[src/fieldbus_pkg.sv]
// constants and helpers shared by the fieldbus command block
`default_nettype none

package fieldbus_pkg;

    // ----------------------------------------
    // transaction framing
    // ----------------------------------------
    localparam logic [7:0] FN_RW_MULTI = 8'h17;
    localparam logic [7:0] ADDR_BROADCAST = 8'h00;
    localparam logic [7:0] HDR_BYTES = 8'h0b;
    localparam logic [7:0] POS_FN = 8'h01;
    localparam logic [7:0] POS_RS_HI = 8'h02;
    localparam logic [7:0] POS_RS_LO = 8'h03;
    localparam logic [7:0] POS_RQ_HI = 8'h04;
    localparam logic [7:0] POS_RQ_LO = 8'h05;
    localparam logic [7:0] POS_WS_HI = 8'h06;
    localparam logic [7:0] POS_WS_LO = 8'h07;
    localparam logic [7:0] POS_WQ_HI = 8'h08;
    localparam logic [7:0] POS_WQ_LO = 8'h09;
    localparam logic [7:0] POS_BC = 8'h0a;
    localparam int MAX_RD_WORDS = 125;
    localparam int MAX_WR_WORDS = 121;

    // ----------------------------------------
    // command word
    // ----------------------------------------
    localparam logic [15:0] CMD_REG_ADDR = 16'h0000;
    localparam logic [15:0] CMD_RESET = 16'h0000;
    localparam int B_REF0 = 0;
    localparam int B_REF1 = 1;
    localparam int B_RAMP_NOT_DCB = 2;
    localparam int B_NO_COAST = 3;
    localparam int B_NO_QSTOP = 4;
    localparam int B_USE_RAMP = 5;
    localparam int B_START = 6;
    localparam int B_RESET = 7;
    localparam int B_JOG = 8;
    localparam int B_RAMP2 = 9;
    localparam int B_VALID = 10;
    localparam int B_RELAY1 = 11;
    localparam int B_RELAY2 = 12;
    localparam int B_SETUP = 13;
    localparam int B_REVERSE = 15;
    localparam logic [7:0] RELAY1_BUS_OPT = 8'h24;
    localparam logic [7:0] RELAY2_BUS_OPT = 8'h25;
    localparam logic [7:0] SETUP_MULTI_OPT = 8'h09;

    typedef enum logic [1:0]
    {
        GATE_DI = 2'h0,
        GATE_BUS = 2'h1,
        GATE_OR = 2'h2,
        GATE_AND = 2'h3
    } gate_t;

    function automatic logic gate_fn(input gate_t sel, input logic bus, input logic di);
        case (sel)
            GATE_DI: gate_fn = di;
            GATE_BUS: gate_fn = bus;
            GATE_OR: gate_fn = bus | di;
            GATE_AND: gate_fn = bus & di;
            default: gate_fn = di;
        endcase
    endfunction

endpackage

`default_nettype wire

[src/fieldbus_ctrl.sv]
// combined read/write transaction engine with command word decoding
// Function
// writes of a combined transaction finish before any of its reads.
// register addresses on the link count from zero.
// master sends address, function, read span, write span, count, data, check.
// reply holds address, function, read byte count, read data.
// each reply register goes high byte first, then low byte.
// bits 1:0 pick one of four preset references.
// bit 2 clear brakes with DC; set allows normal ramping.
// bit 3 clear switches the output stage off so the motor coasts.
// bit 4 clear stops with the quick-stop ramp.
// bit 5 clear freezes the output frequency.
// while frozen only coast, DC brake or input stops act; here a ramp stop from the start input is held off too.
// bit 6 clear ramps to stop; set permits start.
// trip reset only on a rising bit 7.
// bit 8 set runs at jog speed.
// bit 9 picks ramp pair 1 or 2.
// bit 10 clear makes the whole command word ignored.
// bit 11 drives relay 1 only when its function is option 36.
// bit 12 drives relay 2 only when its function is option 37.
// bit 13 picks set-up 1 or 2 under multi set-up option 9.
// bit 15 reverses only when reversing source allows the bus.
// coast, start, reference and set-up bits gate with digital inputs.
// bit 14 does nothing.
// a query with a failed check gets no reply.
`default_nettype none

module fieldbus_ctrl
    import fieldbus_pkg::*;
#(
    parameter int RD_MAX = MAX_RD_WORDS,
    parameter int WR_MAX = MAX_WR_WORDS
)
(
    input wire logic sys_clk,
    input wire logic rst_n,
    input wire logic [7:0] my_addr,
    input wire logic [7:0] rx_byte,
    input wire logic rx_valid,
    input wire logic rx_end,
    input wire logic rx_crc_ok,
    output logic [7:0] tx_byte,
    output logic tx_valid,
    output logic tx_last,
    input wire logic tx_ready,
    output logic reg_wr_en,
    output logic reg_rd_en,
    output logic [15:0] reg_addr,
    output logic [15:0] reg_wr_data,
    input wire logic [15:0] reg_rd_data,
    output logic busy,
    input wire logic di_ref0,
    input wire logic di_ref1,
    input wire logic di_coast,
    input wire logic di_start,
    input wire logic di_setup,
    input wire logic di_reverse,
    input wire logic di_dc_brake,
    input wire gate_t coast_gate,
    input wire gate_t start_gate,
    input wire gate_t ref_gate,
    input wire gate_t setup_gate,
    input wire gate_t reverse_gate,
    input wire logic [7:0] relay1_func,
    input wire logic [7:0] relay2_func,
    input wire logic [7:0] active_setup,
    input wire logic relay1_other,
    input wire logic relay2_other,
    output logic [15:0] cmd_word_q,
    output logic [1:0] preset_sel_q,
    output logic dc_brake_q,
    output logic coast_q,
    output logic quick_stop_q,
    output logic freq_hold_q,
    output logic ramp_stop_q,
    output logic trip_reset_q,
    output logic jog_q,
    output logic ramp2_q,
    output logic relay1_q,
    output logic relay2_q,
    output logic setup2_q,
    output logic reverse_q
);

    typedef enum logic [4:0]
    {
        S_RX = 5'b00001,
        S_WR = 5'b00010,
        S_TX = 5'b00100,
        S_RD = 5'b01000,
        S_RD_CAP = 5'b10000
    } state_t;

    typedef enum logic [2:0]
    {
        PH_ADDR = 3'h0,
        PH_FN = 3'h1,
        PH_BC = 3'h2,
        PH_HI = 3'h3,
        PH_LO = 3'h4
    } phase_t;

    // ----------------------------------------
    // query capture
    // ----------------------------------------
    logic [15:0] wbuf [WR_MAX];
    logic [7:0] cnt_q;
    logic [7:0] slave_q;
    logic [7:0] fn_q;
    logic [15:0] rs_q;
    logic [15:0] rq_q;
    logic [15:0] ws_q;
    logic [15:0] wq_q;
    logic [7:0] bc_q;
    logic ovf_q;
    state_t state_q;
    phase_t ph_q;
    logic [15:0] idx_q;
    logic [15:0] rdata_q;
    logic [7:0] tx_q;
    logic [7:0] data_pos;
    logic query_ok;

    assign data_pos = cnt_q - HDR_BYTES;

    // fields land in order as they arrive
    always_ff @(posedge sys_clk or negedge rst_n)
    begin
        if (!rst_n)
        begin
            cnt_q <= 8'h00;
            slave_q <= 8'h00;
            fn_q <= 8'h00;
            rs_q <= 16'h0000;
            rq_q <= 16'h0000;
            ws_q <= 16'h0000;
            wq_q <= 16'h0000;
            bc_q <= 8'h00;
            ovf_q <= 1'b0;
        end
        else if (state_q == S_RX && rx_end)
        begin
            cnt_q <= 8'h00;
            ovf_q <= 1'b0;
        end
        else if (state_q == S_RX && rx_valid)
        begin
            if (cnt_q == 8'hff)
                ovf_q <= 1'b1;
            else
                cnt_q <= cnt_q + 8'h01;
            case (cnt_q)
                8'h00: slave_q <= rx_byte;
                POS_FN: fn_q <= rx_byte;
                POS_RS_HI: rs_q[15:8] <= rx_byte;
                POS_RS_LO: rs_q[7:0] <= rx_byte;
                POS_RQ_HI: rq_q[15:8] <= rx_byte;
                POS_RQ_LO: rq_q[7:0] <= rx_byte;
                POS_WS_HI: ws_q[15:8] <= rx_byte;
                POS_WS_LO: ws_q[7:0] <= rx_byte;
                POS_WQ_HI: wq_q[15:8] <= rx_byte;
                POS_WQ_LO: wq_q[7:0] <= rx_byte;
                POS_BC: bc_q <= rx_byte;
                default: ;
            endcase
        end
    end

    // write data kept until the check is known good
    always_ff @(posedge sys_clk)
    begin
        if (state_q == S_RX && rx_valid && cnt_q >= HDR_BYTES
            && 32'(data_pos[7:1]) < WR_MAX)
        begin
            if (data_pos[0])
                wbuf[data_pos[7:1]][7:0] <= rx_byte;
            else
                wbuf[data_pos[7:1]][15:8] <= rx_byte;
        end
    end

    // broadcast is refused: the transaction always needs a reply
    assign query_ok = rx_crc_ok && !ovf_q
                      && slave_q == my_addr && slave_q != ADDR_BROADCAST
                      && fn_q == FN_RW_MULTI
                      && rq_q != 16'h0000 && 32'(rq_q) <= RD_MAX
                      && wq_q != 16'h0000 && 32'(wq_q) <= WR_MAX
                      && {8'h00, bc_q} == {wq_q[14:0], 1'b0}
                      && cnt_q == HDR_BYTES + bc_q;

    // ----------------------------------------
    // transaction sequencer
    // ----------------------------------------
    always_ff @(posedge sys_clk or negedge rst_n)
    begin
        if (!rst_n)
        begin
            state_q <= S_RX;
            ph_q <= PH_ADDR;
            idx_q <= 16'h0000;
            rdata_q <= 16'h0000;
            tx_q <= 8'h00;
        end
        else
        begin
            case (state_q)
                S_RX:
                begin
                    idx_q <= 16'h0000;
                    if (rx_end && query_ok)
                        state_q <= S_WR;
                end
                S_WR:
                begin
                    idx_q <= idx_q + 16'h0001;
                    if (idx_q == wq_q - 16'h0001)
                    begin
                        idx_q <= 16'h0000;
                        tx_q <= slave_q;
                        ph_q <= PH_ADDR;
                        state_q <= S_TX;
                    end
                end
                S_TX:
                begin
                    if (tx_ready)
                    begin
                        case (ph_q)
                            PH_ADDR:
                            begin
                                tx_q <= fn_q;
                                ph_q <= PH_FN;
                            end
                            PH_FN:
                            begin
                                tx_q <= {rq_q[6:0], 1'b0};
                                ph_q <= PH_BC;
                            end
                            PH_BC:
                                state_q <= S_RD;
                            PH_HI:
                            begin
                                tx_q <= rdata_q[7:0];
                                ph_q <= PH_LO;
                            end
                            PH_LO:
                            begin
                                idx_q <= idx_q + 16'h0001;
                                if (idx_q == rq_q - 16'h0001)
                                    state_q <= S_RX;
                                else
                                    state_q <= S_RD;
                            end
                            default:
                                state_q <= S_RX;
                        endcase
                    end
                end
                S_RD:
                    state_q <= S_RD_CAP;
                S_RD_CAP:
                begin
                    rdata_q <= reg_rd_data;
                    tx_q <= reg_rd_data[15:8];
                    ph_q <= PH_HI;
                    state_q <= S_TX;
                end
                default:
                    state_q <= S_RX;
            endcase
        end
    end

    // ----------------------------------------
    // register port and reply stream
    // ----------------------------------------
    // link addresses are zero based, so they go out untouched
    assign reg_wr_en = (state_q == S_WR);
    assign reg_rd_en = (state_q == S_RD);
    assign reg_addr = (state_q == S_WR) ? ws_q + idx_q : rs_q + idx_q;
    assign reg_wr_data = wbuf[idx_q[6:0]];
    assign tx_valid = (state_q == S_TX);
    assign tx_byte = tx_q;
    assign tx_last = (state_q == S_TX) && ph_q == PH_LO && idx_q == rq_q - 16'h0001;
    assign busy = (state_q != S_RX);

    logic cmd_load;
    assign cmd_load = reg_wr_en && reg_addr == CMD_REG_ADDR;

    cmd_decode u_decode
    (
        .sys_clk(sys_clk),
        .rst_n(rst_n),
        .cmd_load(cmd_load),
        .cmd_word(reg_wr_data),
        .di_ref0(di_ref0),
        .di_ref1(di_ref1),
        .di_coast(di_coast),
        .di_start(di_start),
        .di_setup(di_setup),
        .di_reverse(di_reverse),
        .di_dc_brake(di_dc_brake),
        .coast_gate(coast_gate),
        .start_gate(start_gate),
        .ref_gate(ref_gate),
        .setup_gate(setup_gate),
        .reverse_gate(reverse_gate),
        .relay1_func(relay1_func),
        .relay2_func(relay2_func),
        .active_setup(active_setup),
        .relay1_other(relay1_other),
        .relay2_other(relay2_other),
        .cmd_q(cmd_word_q),
        .preset_sel_q(preset_sel_q),
        .dc_brake_q(dc_brake_q),
        .coast_q(coast_q),
        .quick_stop_q(quick_stop_q),
        .freq_hold_q(freq_hold_q),
        .ramp_stop_q(ramp_stop_q),
        .trip_reset_q(trip_reset_q),
        .jog_q(jog_q),
        .ramp2_q(ramp2_q),
        .relay1_q(relay1_q),
        .relay2_q(relay2_q),
        .setup2_q(setup2_q),
        .reverse_q(reverse_q)
    );

    logic writes_done_q;
    always_ff @(posedge sys_clk or negedge rst_n)
    begin
        if (!rst_n)
            writes_done_q <= 1'b0;
        else if (state_q == S_RX)
            writes_done_q <= 1'b0;
        else if (state_q == S_WR && idx_q == wq_q - 16'h0001)
            writes_done_q <= 1'b1;
    end
endmodule // fieldbus_ctrl

`default_nettype wire

[src/cmd_decode.sv]
// command word latch and drive-function decoder
`default_nettype none

module cmd_decode
    import fieldbus_pkg::*;
(
    input wire logic sys_clk,
    input wire logic rst_n,
    input wire logic cmd_load,
    input wire logic [15:0] cmd_word,
    input wire logic di_ref0,
    input wire logic di_ref1,
    input wire logic di_coast,
    input wire logic di_start,
    input wire logic di_setup,
    input wire logic di_reverse,
    input wire logic di_dc_brake,
    input wire gate_t coast_gate,
    input wire gate_t start_gate,
    input wire gate_t ref_gate,
    input wire gate_t setup_gate,
    input wire gate_t reverse_gate,
    input wire logic [7:0] relay1_func,
    input wire logic [7:0] relay2_func,
    input wire logic [7:0] active_setup,
    input wire logic relay1_other,
    input wire logic relay2_other,
    output logic [15:0] cmd_q,
    output logic [1:0] preset_sel_q,
    output logic dc_brake_q,
    output logic coast_q,
    output logic quick_stop_q,
    output logic freq_hold_q,
    output logic ramp_stop_q,
    output logic trip_reset_q,
    output logic jog_q,
    output logic ramp2_q,
    output logic relay1_q,
    output logic relay2_q,
    output logic setup2_q,
    output logic reverse_q
);

    // ----------------------------------------
    // pin synchronisers
    // ----------------------------------------
    logic [6:0] di_meta_q;
    logic [6:0] di_q;

    always_ff @(posedge sys_clk or negedge rst_n)
    begin
        if (!rst_n)
        begin
            di_meta_q <= 7'h00;
            di_q <= 7'h00;
        end
        else
        begin
            di_meta_q <= {di_dc_brake, di_reverse, di_setup, di_start, di_coast, di_ref1, di_ref0};
            di_q <= di_meta_q;
        end
    end

    // ----------------------------------------
    // command latch
    // ----------------------------------------
    logic load_ok;
    assign load_ok = cmd_load & cmd_word[B_VALID];

    // bit 14 is stored but drives nothing
    always_ff @(posedge sys_clk or negedge rst_n)
    begin
        if (!rst_n)
            cmd_q <= CMD_RESET;
        else if (load_ok)
            cmd_q <= cmd_word;
    end

    // only a fresh rising bit resets; a held level does nothing
    always_ff @(posedge sys_clk or negedge rst_n)
    begin
        if (!rst_n)
            trip_reset_q <= 1'b0;
        else
            trip_reset_q <= load_ok & cmd_word[B_RESET] & ~cmd_q[B_RESET];
    end

    // ----------------------------------------
    // function outputs
    // ----------------------------------------
    logic hold;
    assign hold = ~cmd_q[B_USE_RAMP];

    always_ff @(posedge sys_clk or negedge rst_n)
    begin
        if (!rst_n)
        begin
            preset_sel_q <= 2'h0;
            dc_brake_q <= 1'b0;
            coast_q <= 1'b1;
            quick_stop_q <= 1'b0;
            freq_hold_q <= 1'b0;
            ramp_stop_q <= 1'b0;
            jog_q <= 1'b0;
            ramp2_q <= 1'b0;
            setup2_q <= 1'b0;
            reverse_q <= 1'b0;
        end
        else
        begin
            preset_sel_q <= {gate_fn(ref_gate, cmd_q[B_REF1], di_q[1]),
                             gate_fn(ref_gate, cmd_q[B_REF0], di_q[0])};
            dc_brake_q <= ~cmd_q[B_RAMP_NOT_DCB] | di_q[6];
            coast_q <= gate_fn(coast_gate, ~cmd_q[B_NO_COAST], di_q[2]);
            // ramp stops are held off while the frequency is frozen
            quick_stop_q <= ~cmd_q[B_NO_QSTOP] & ~hold;
            freq_hold_q <= hold;
            ramp_stop_q <= ~gate_fn(start_gate, cmd_q[B_START], di_q[3]) & ~hold;
            jog_q <= cmd_q[B_JOG];
            ramp2_q <= cmd_q[B_RAMP2];
            setup2_q <= (active_setup == SETUP_MULTI_OPT)
                        & gate_fn(setup_gate, cmd_q[B_SETUP], di_q[4]);
            reverse_q <= gate_fn(reverse_gate, cmd_q[B_REVERSE], di_q[5]);
        end
    end

    // relays follow the bus only when set up for it
    always_ff @(posedge sys_clk or negedge rst_n)
    begin
        if (!rst_n)
        begin
            relay1_q <= 1'b0;
            relay2_q <= 1'b0;
        end
        else
        begin
            relay1_q <= (relay1_func == RELAY1_BUS_OPT) ? cmd_q[B_RELAY1] : relay1_other;
            relay2_q <= (relay2_func == RELAY2_BUS_OPT) ? cmd_q[B_RELAY2] : relay2_other;
        end
    end
endmodule // cmd_decode

`default_nettype wire

[config.mk]
export PLATFORM = sky130hd
export DESIGN_NAME = fieldbus_ctrl
export DESIGN_NICKNAME = d
export VERILOG_FILES = /design/src/fieldbus_pkg.sv /design/src/fieldbus_ctrl.sv /design/src/cmd_decode.sv
export SDC_FILE = /design/constraint.sdc
export NUM_CORES = 2
export LEC_CHECK = 0
export ABC_AREA = 0
export BUFFER_PORTS_ARGS = -buffer_cell sky130_fd_sc_hd__buf_2
export CORE_ASPECT_RATIO = 0.75
export CORE_MARGIN = 2
export CORE_UTILIZATION = 35
export DETAILED_ROUTE_END_ITERATION = 10
export PLACE_DENSITY = 0.6
export SETUP_SLACK_MARGIN = 0.1
export SLEW_MARGIN = 20
export SYNTH_ARGS = -nofsm -noshare
export SYNTH_HDL_FRONTEND = slang
export SYNTH_HIERARCHICAL = 1
export SYNTH_SLANG_ARGS = --single-unit
[constraint.sdc]
create_clock -name sys_clk -period 5.8 [get_ports sys_clk]
set_input_delay 0.58 -clock sys_clk [delete_from_list [all_inputs] [get_ports sys_clk]]
set_output_delay 0.58 -clock sys_clk [all_outputs]
set_load 0.01 [all_outputs]
==> flow_summary.json <==
{
  "antenna_found_initial": 12,
  "wirelength_um": 209000,
  "fin_cells": 7867,
  "cap_violations": 0,
  "holdPathEnd": "u_decode/preset_sel_q[0]",
  "ant_nets": 0,
  "netlist_area_um2": 85200,
  "min_path_cells": 3,
  "postSynthCellCount": 4216,
  "dp_hpwl_um": 128000,
  "final_util": 0.402,
  "io_pins": 156,
  "grt_max_degree": 216,
  "clock_sinks": 2117,
  "dr_wl_met3_um": 16600,
  "finClkSkew_ns": 0.0737,
  "dp.cells": 7469,
  "routedWlPerCell_um": 26.5,
  "synthToLayoutAreaGrowth_pct": 13.9,
  "cts_max_level": 4,
  "cts_root_buf": "clkbuf_16",
  "synthFlopType": "edfxtp_1",
  "drc": 0,
  "final-hold-violation-count": 0,
  "fp-row-count": 156,
  "clkTransAtPathRegs_ns": 0.06,
  "crit_arrival_ns": 6.13,
  "wl_met1_um": 93200,
  "dieArea_um2": 247000,
  "ys_seq_area_frac": 0.736,
  "ff2ff_setup_slack_ns": 0.39,
  "nets": 4571,
  "async_flop_share": 0.0855,
  "fmax_mhz": 185,
  "path_max_fanout": 19,
  "cp.required_ns": 6.52,
  "die_w_um": 574,
  "dr_wl_met2_um": 94800,
  "grt_first_pass_wirelength_um": 303000,
  "setup_viol": 0,
  "syn_nets": 4323,
  "finalCritPeriodShare": 0.933,
  "vdd_ir_drop_max_mv": 0.279,
  "slew_headroom": 0.232,
  "clk_path_buf_depth": 3,
  "viasPerCell": 5.36,
  "outcome": "finished clean",
  "rsz0062_at_grt": "no",
  "route.vias.total": 42100,
  "total_power_mw": 30.8,
  "grt_pass1_vias": 42300,
  "coreArea_um2": 241000,
  "hp-start": "ref_gate[1]",
  "layout-drive-gt1-share": 0.278,
  "tightest_slew_ns": 1.15,
  "numPortBuffers": 155,
  "hold_class": "input port to flip-flop",
  "path_class": "flip-flop to flip-flop",
  "cp-end-kind": "flip-flop",
  "cts_inserted_buffers": 203,
  "reg2reg_to": "u_decode/cmd_q[15]",
  "start_util": 0.353,
  "drv_slew": 0,
  "period_minus_slack_ns": 5.41,
  "r2r_cells": 16,
  "dr.first_iter.drc_count": 4904,
  "grt_util_all_layers": 0.167,
  "powerDensity_nw_per_um2": 318,
  "synth-edff-count": 1936,
  "r2r_start": "state_q[2]",
  "cts_tree": "done",
  "insertion_delay_ns": 0.86,
  "drtPass1Iterations": 6,
  "routabilityCongestion": 0.822,
  "gr-total-overflow": 0,
  "ys_ff_latch": 2117,
  "timing.setup.tns_ns": 0,
  "startpoint_type": "flip-flop",
  "maxUsedRoutingLayer": "met5",
  "syn_avg_cell_area_um2": 20.2,
  "die_y_um": 431,
  "p_leak_nw": 30.4,
  "yosys.cell_types.count": 84,
  "synth_warnings": 6
}
## Yosys cell counts, types with 6 or more instances
cell type / number / area (um2)
and3_1: 10 / 62.6
a22oi_1: 8 / 60.1
buf_2: 63 / 315
a221oi_1: 12 / 105
a211oi_1: 11 / 82.6
dfrtp_1: 179 / 4480
mux2_4: 10 / 150
nor4_1: 21 / 131
o21ai_0: 41 / 205
a21oi_1: 36 / 180
inv_1: 27 / 101
edfxtp_1: 1936 / 58100
nand2_1: 155 / 582
nor3_1: 26 / 130
xnor2_1: 63 / 552
o211ai_1: 7 / 52.6
nand2b_1: 22 / 138
o22ai_1: 11 / 68.8
o21a_1: 8 / 60.1
nand3_1: 30 / 150
buf_1: 24 / 90.1
nor2_1: 335 / 1260
buf_4: 9 / 67.6
and2_1: 12 / 75.1
a22o_1: 8 / 70.1
xor2_1: 36 / 315
mux4_2: 587 / 13200
mux2i_1: 86 / 861
clkbuf_1: 142 / 533
o2111ai_1: 9 / 78.8
mux2_2: 108 / 1220
nor2b_1: 19 / 119
ha_1: 25 / 313
nor4b_1: 6 / 52.6
or3_1: 13 / 81.3
nand4_1: 19 / 119
## report_power, final
group | internal [mW] | switching (mW) | leakage, nW | total [mW]
Combinational | 0.280 | 0.544 | 7.43 | 0.824
Sequential | 16.7 | 0.0727 | 19.8 | 16.8
Clock | 7.29 | 5.88 | 3.18 | 13.2
Total | 24.3 | 6.50 | 30.4 | 30.8
## metal layers
metal,GRT usage,up-vias
met2,0.251,1529
met5,0,-
li1,-,17700
met3,0.0350,246
met4,0.0383,2
met1,0.249,22600
## repair_timing
action,4_1_cts,5_1_grt
hold buffers,28,0
endpoints found under the setup margin,2,17
setup buffers,1,0
endpoints found under the hold margin,111,0
gates resized for setup,0,2
cloned,0,0
pin swaps,0,0
## worst max path at each step
stage,from,cells past startpoint,end
global placement,state_q[3],15,u_decode/cmd_q[6]
CTS,idx_q[0],7,reg_wr_data[5]
global route,state_q[3],13,reg_addr[15]
floorplan,state_q[3],19,u_decode/cmd_q[0]
detailed placement,state_q[3],16,u_decode/cmd_q[14]
finish,state_q[2],16,u_decode/cmd_q[15]
## cells in the final DEF, fill, tap and decap left out, types with 18 or more instances in the layout
cell	n
edfxtp_1	1936
mux4_2	587
nor2_1	335
clkbuf_16	204
dfrtp_1	173
nand2_1	153
buf_2	147
mux2_2	108
mux2i_1	86
buf_4	78
xnor2_1	63
clkinv_1	49
o21ai_0	41
clkbuf_1	38
xor2_1	36
a21oi_1	35
nand3_1	30
clkinv_2	28
dlygate4sd3_1	28
inv_1	27
nor3_1	26
ha_1	25
nand2b_1	22
nor4_1	21
buf_12	20
nand4_1	19
nor2b_1	18
## cell type report
cell class | count | area, um2
fill | 21300 | 144000
sequential | 2117 | 62700
multi-input combinational | 1830 | 21400
clock buffer | 244 | 5280
tap | 3239 | 4050
timing repair buffer | 284 | 2160
clock inverter | 124 | 1310
inverter | 28 | 113
antenna | 1 | 2.50
## cell families (layout without fill, tap and decap cells)
kind of cell	after synthesis	after routing	synth area share
AND/OR/NAND/NOR	715	715	0.0391
flip-flops	2117	2117	0.736
adder cells (fa/ha/maj)	26	26	0.00391
AO/OA/AOI/OAI	199	199	0.0162
XOR/XNOR	99	99	0.0102
buffers and inverters	269	680	0.0134
other	0	1	0
multiplexers	791	791	0.181
## worst max-delay path, stage by stage (launching register included)
cell and delay, ns:
dfrtp_1 0.44, or3_1 0.43, or2_2 0.49, inv_1 0.33, buf_4 0.28, nand2_1 0.08
nand2_1 0.07, ha_1 0.26, o21a_1 0.13, a21o_1 0.21, a2111oi_1 0.57, nor2_1 0.12
mux2_2 0.25, o311ai_0 0.18, nor4b_2 0.46, nand2_2 0.49, mux2_2 0.44
## through the flow
step	setup WS [ns]	instance area (um2)	hold WS [ns]
final	0.387	97000	0.0682
after detailed placement	0.338	90100	0.335
after CTS	0.157	97000	0.00608
after global routing	0.129	97000	0.0444
after global placement	0.381	90000	0.332
after floorplan	0.968	85200	0.284
## state kept, by name, indices dropped and copies added (netlist names), 16 cells and up
name            count
rs_q               16
u_decode/cmd_q     16
ws_q               16
wq_q               16
rq_q               16
idx_q              16
wbuf             1936
Note: power is estimated with default switching activity, not from simulation.
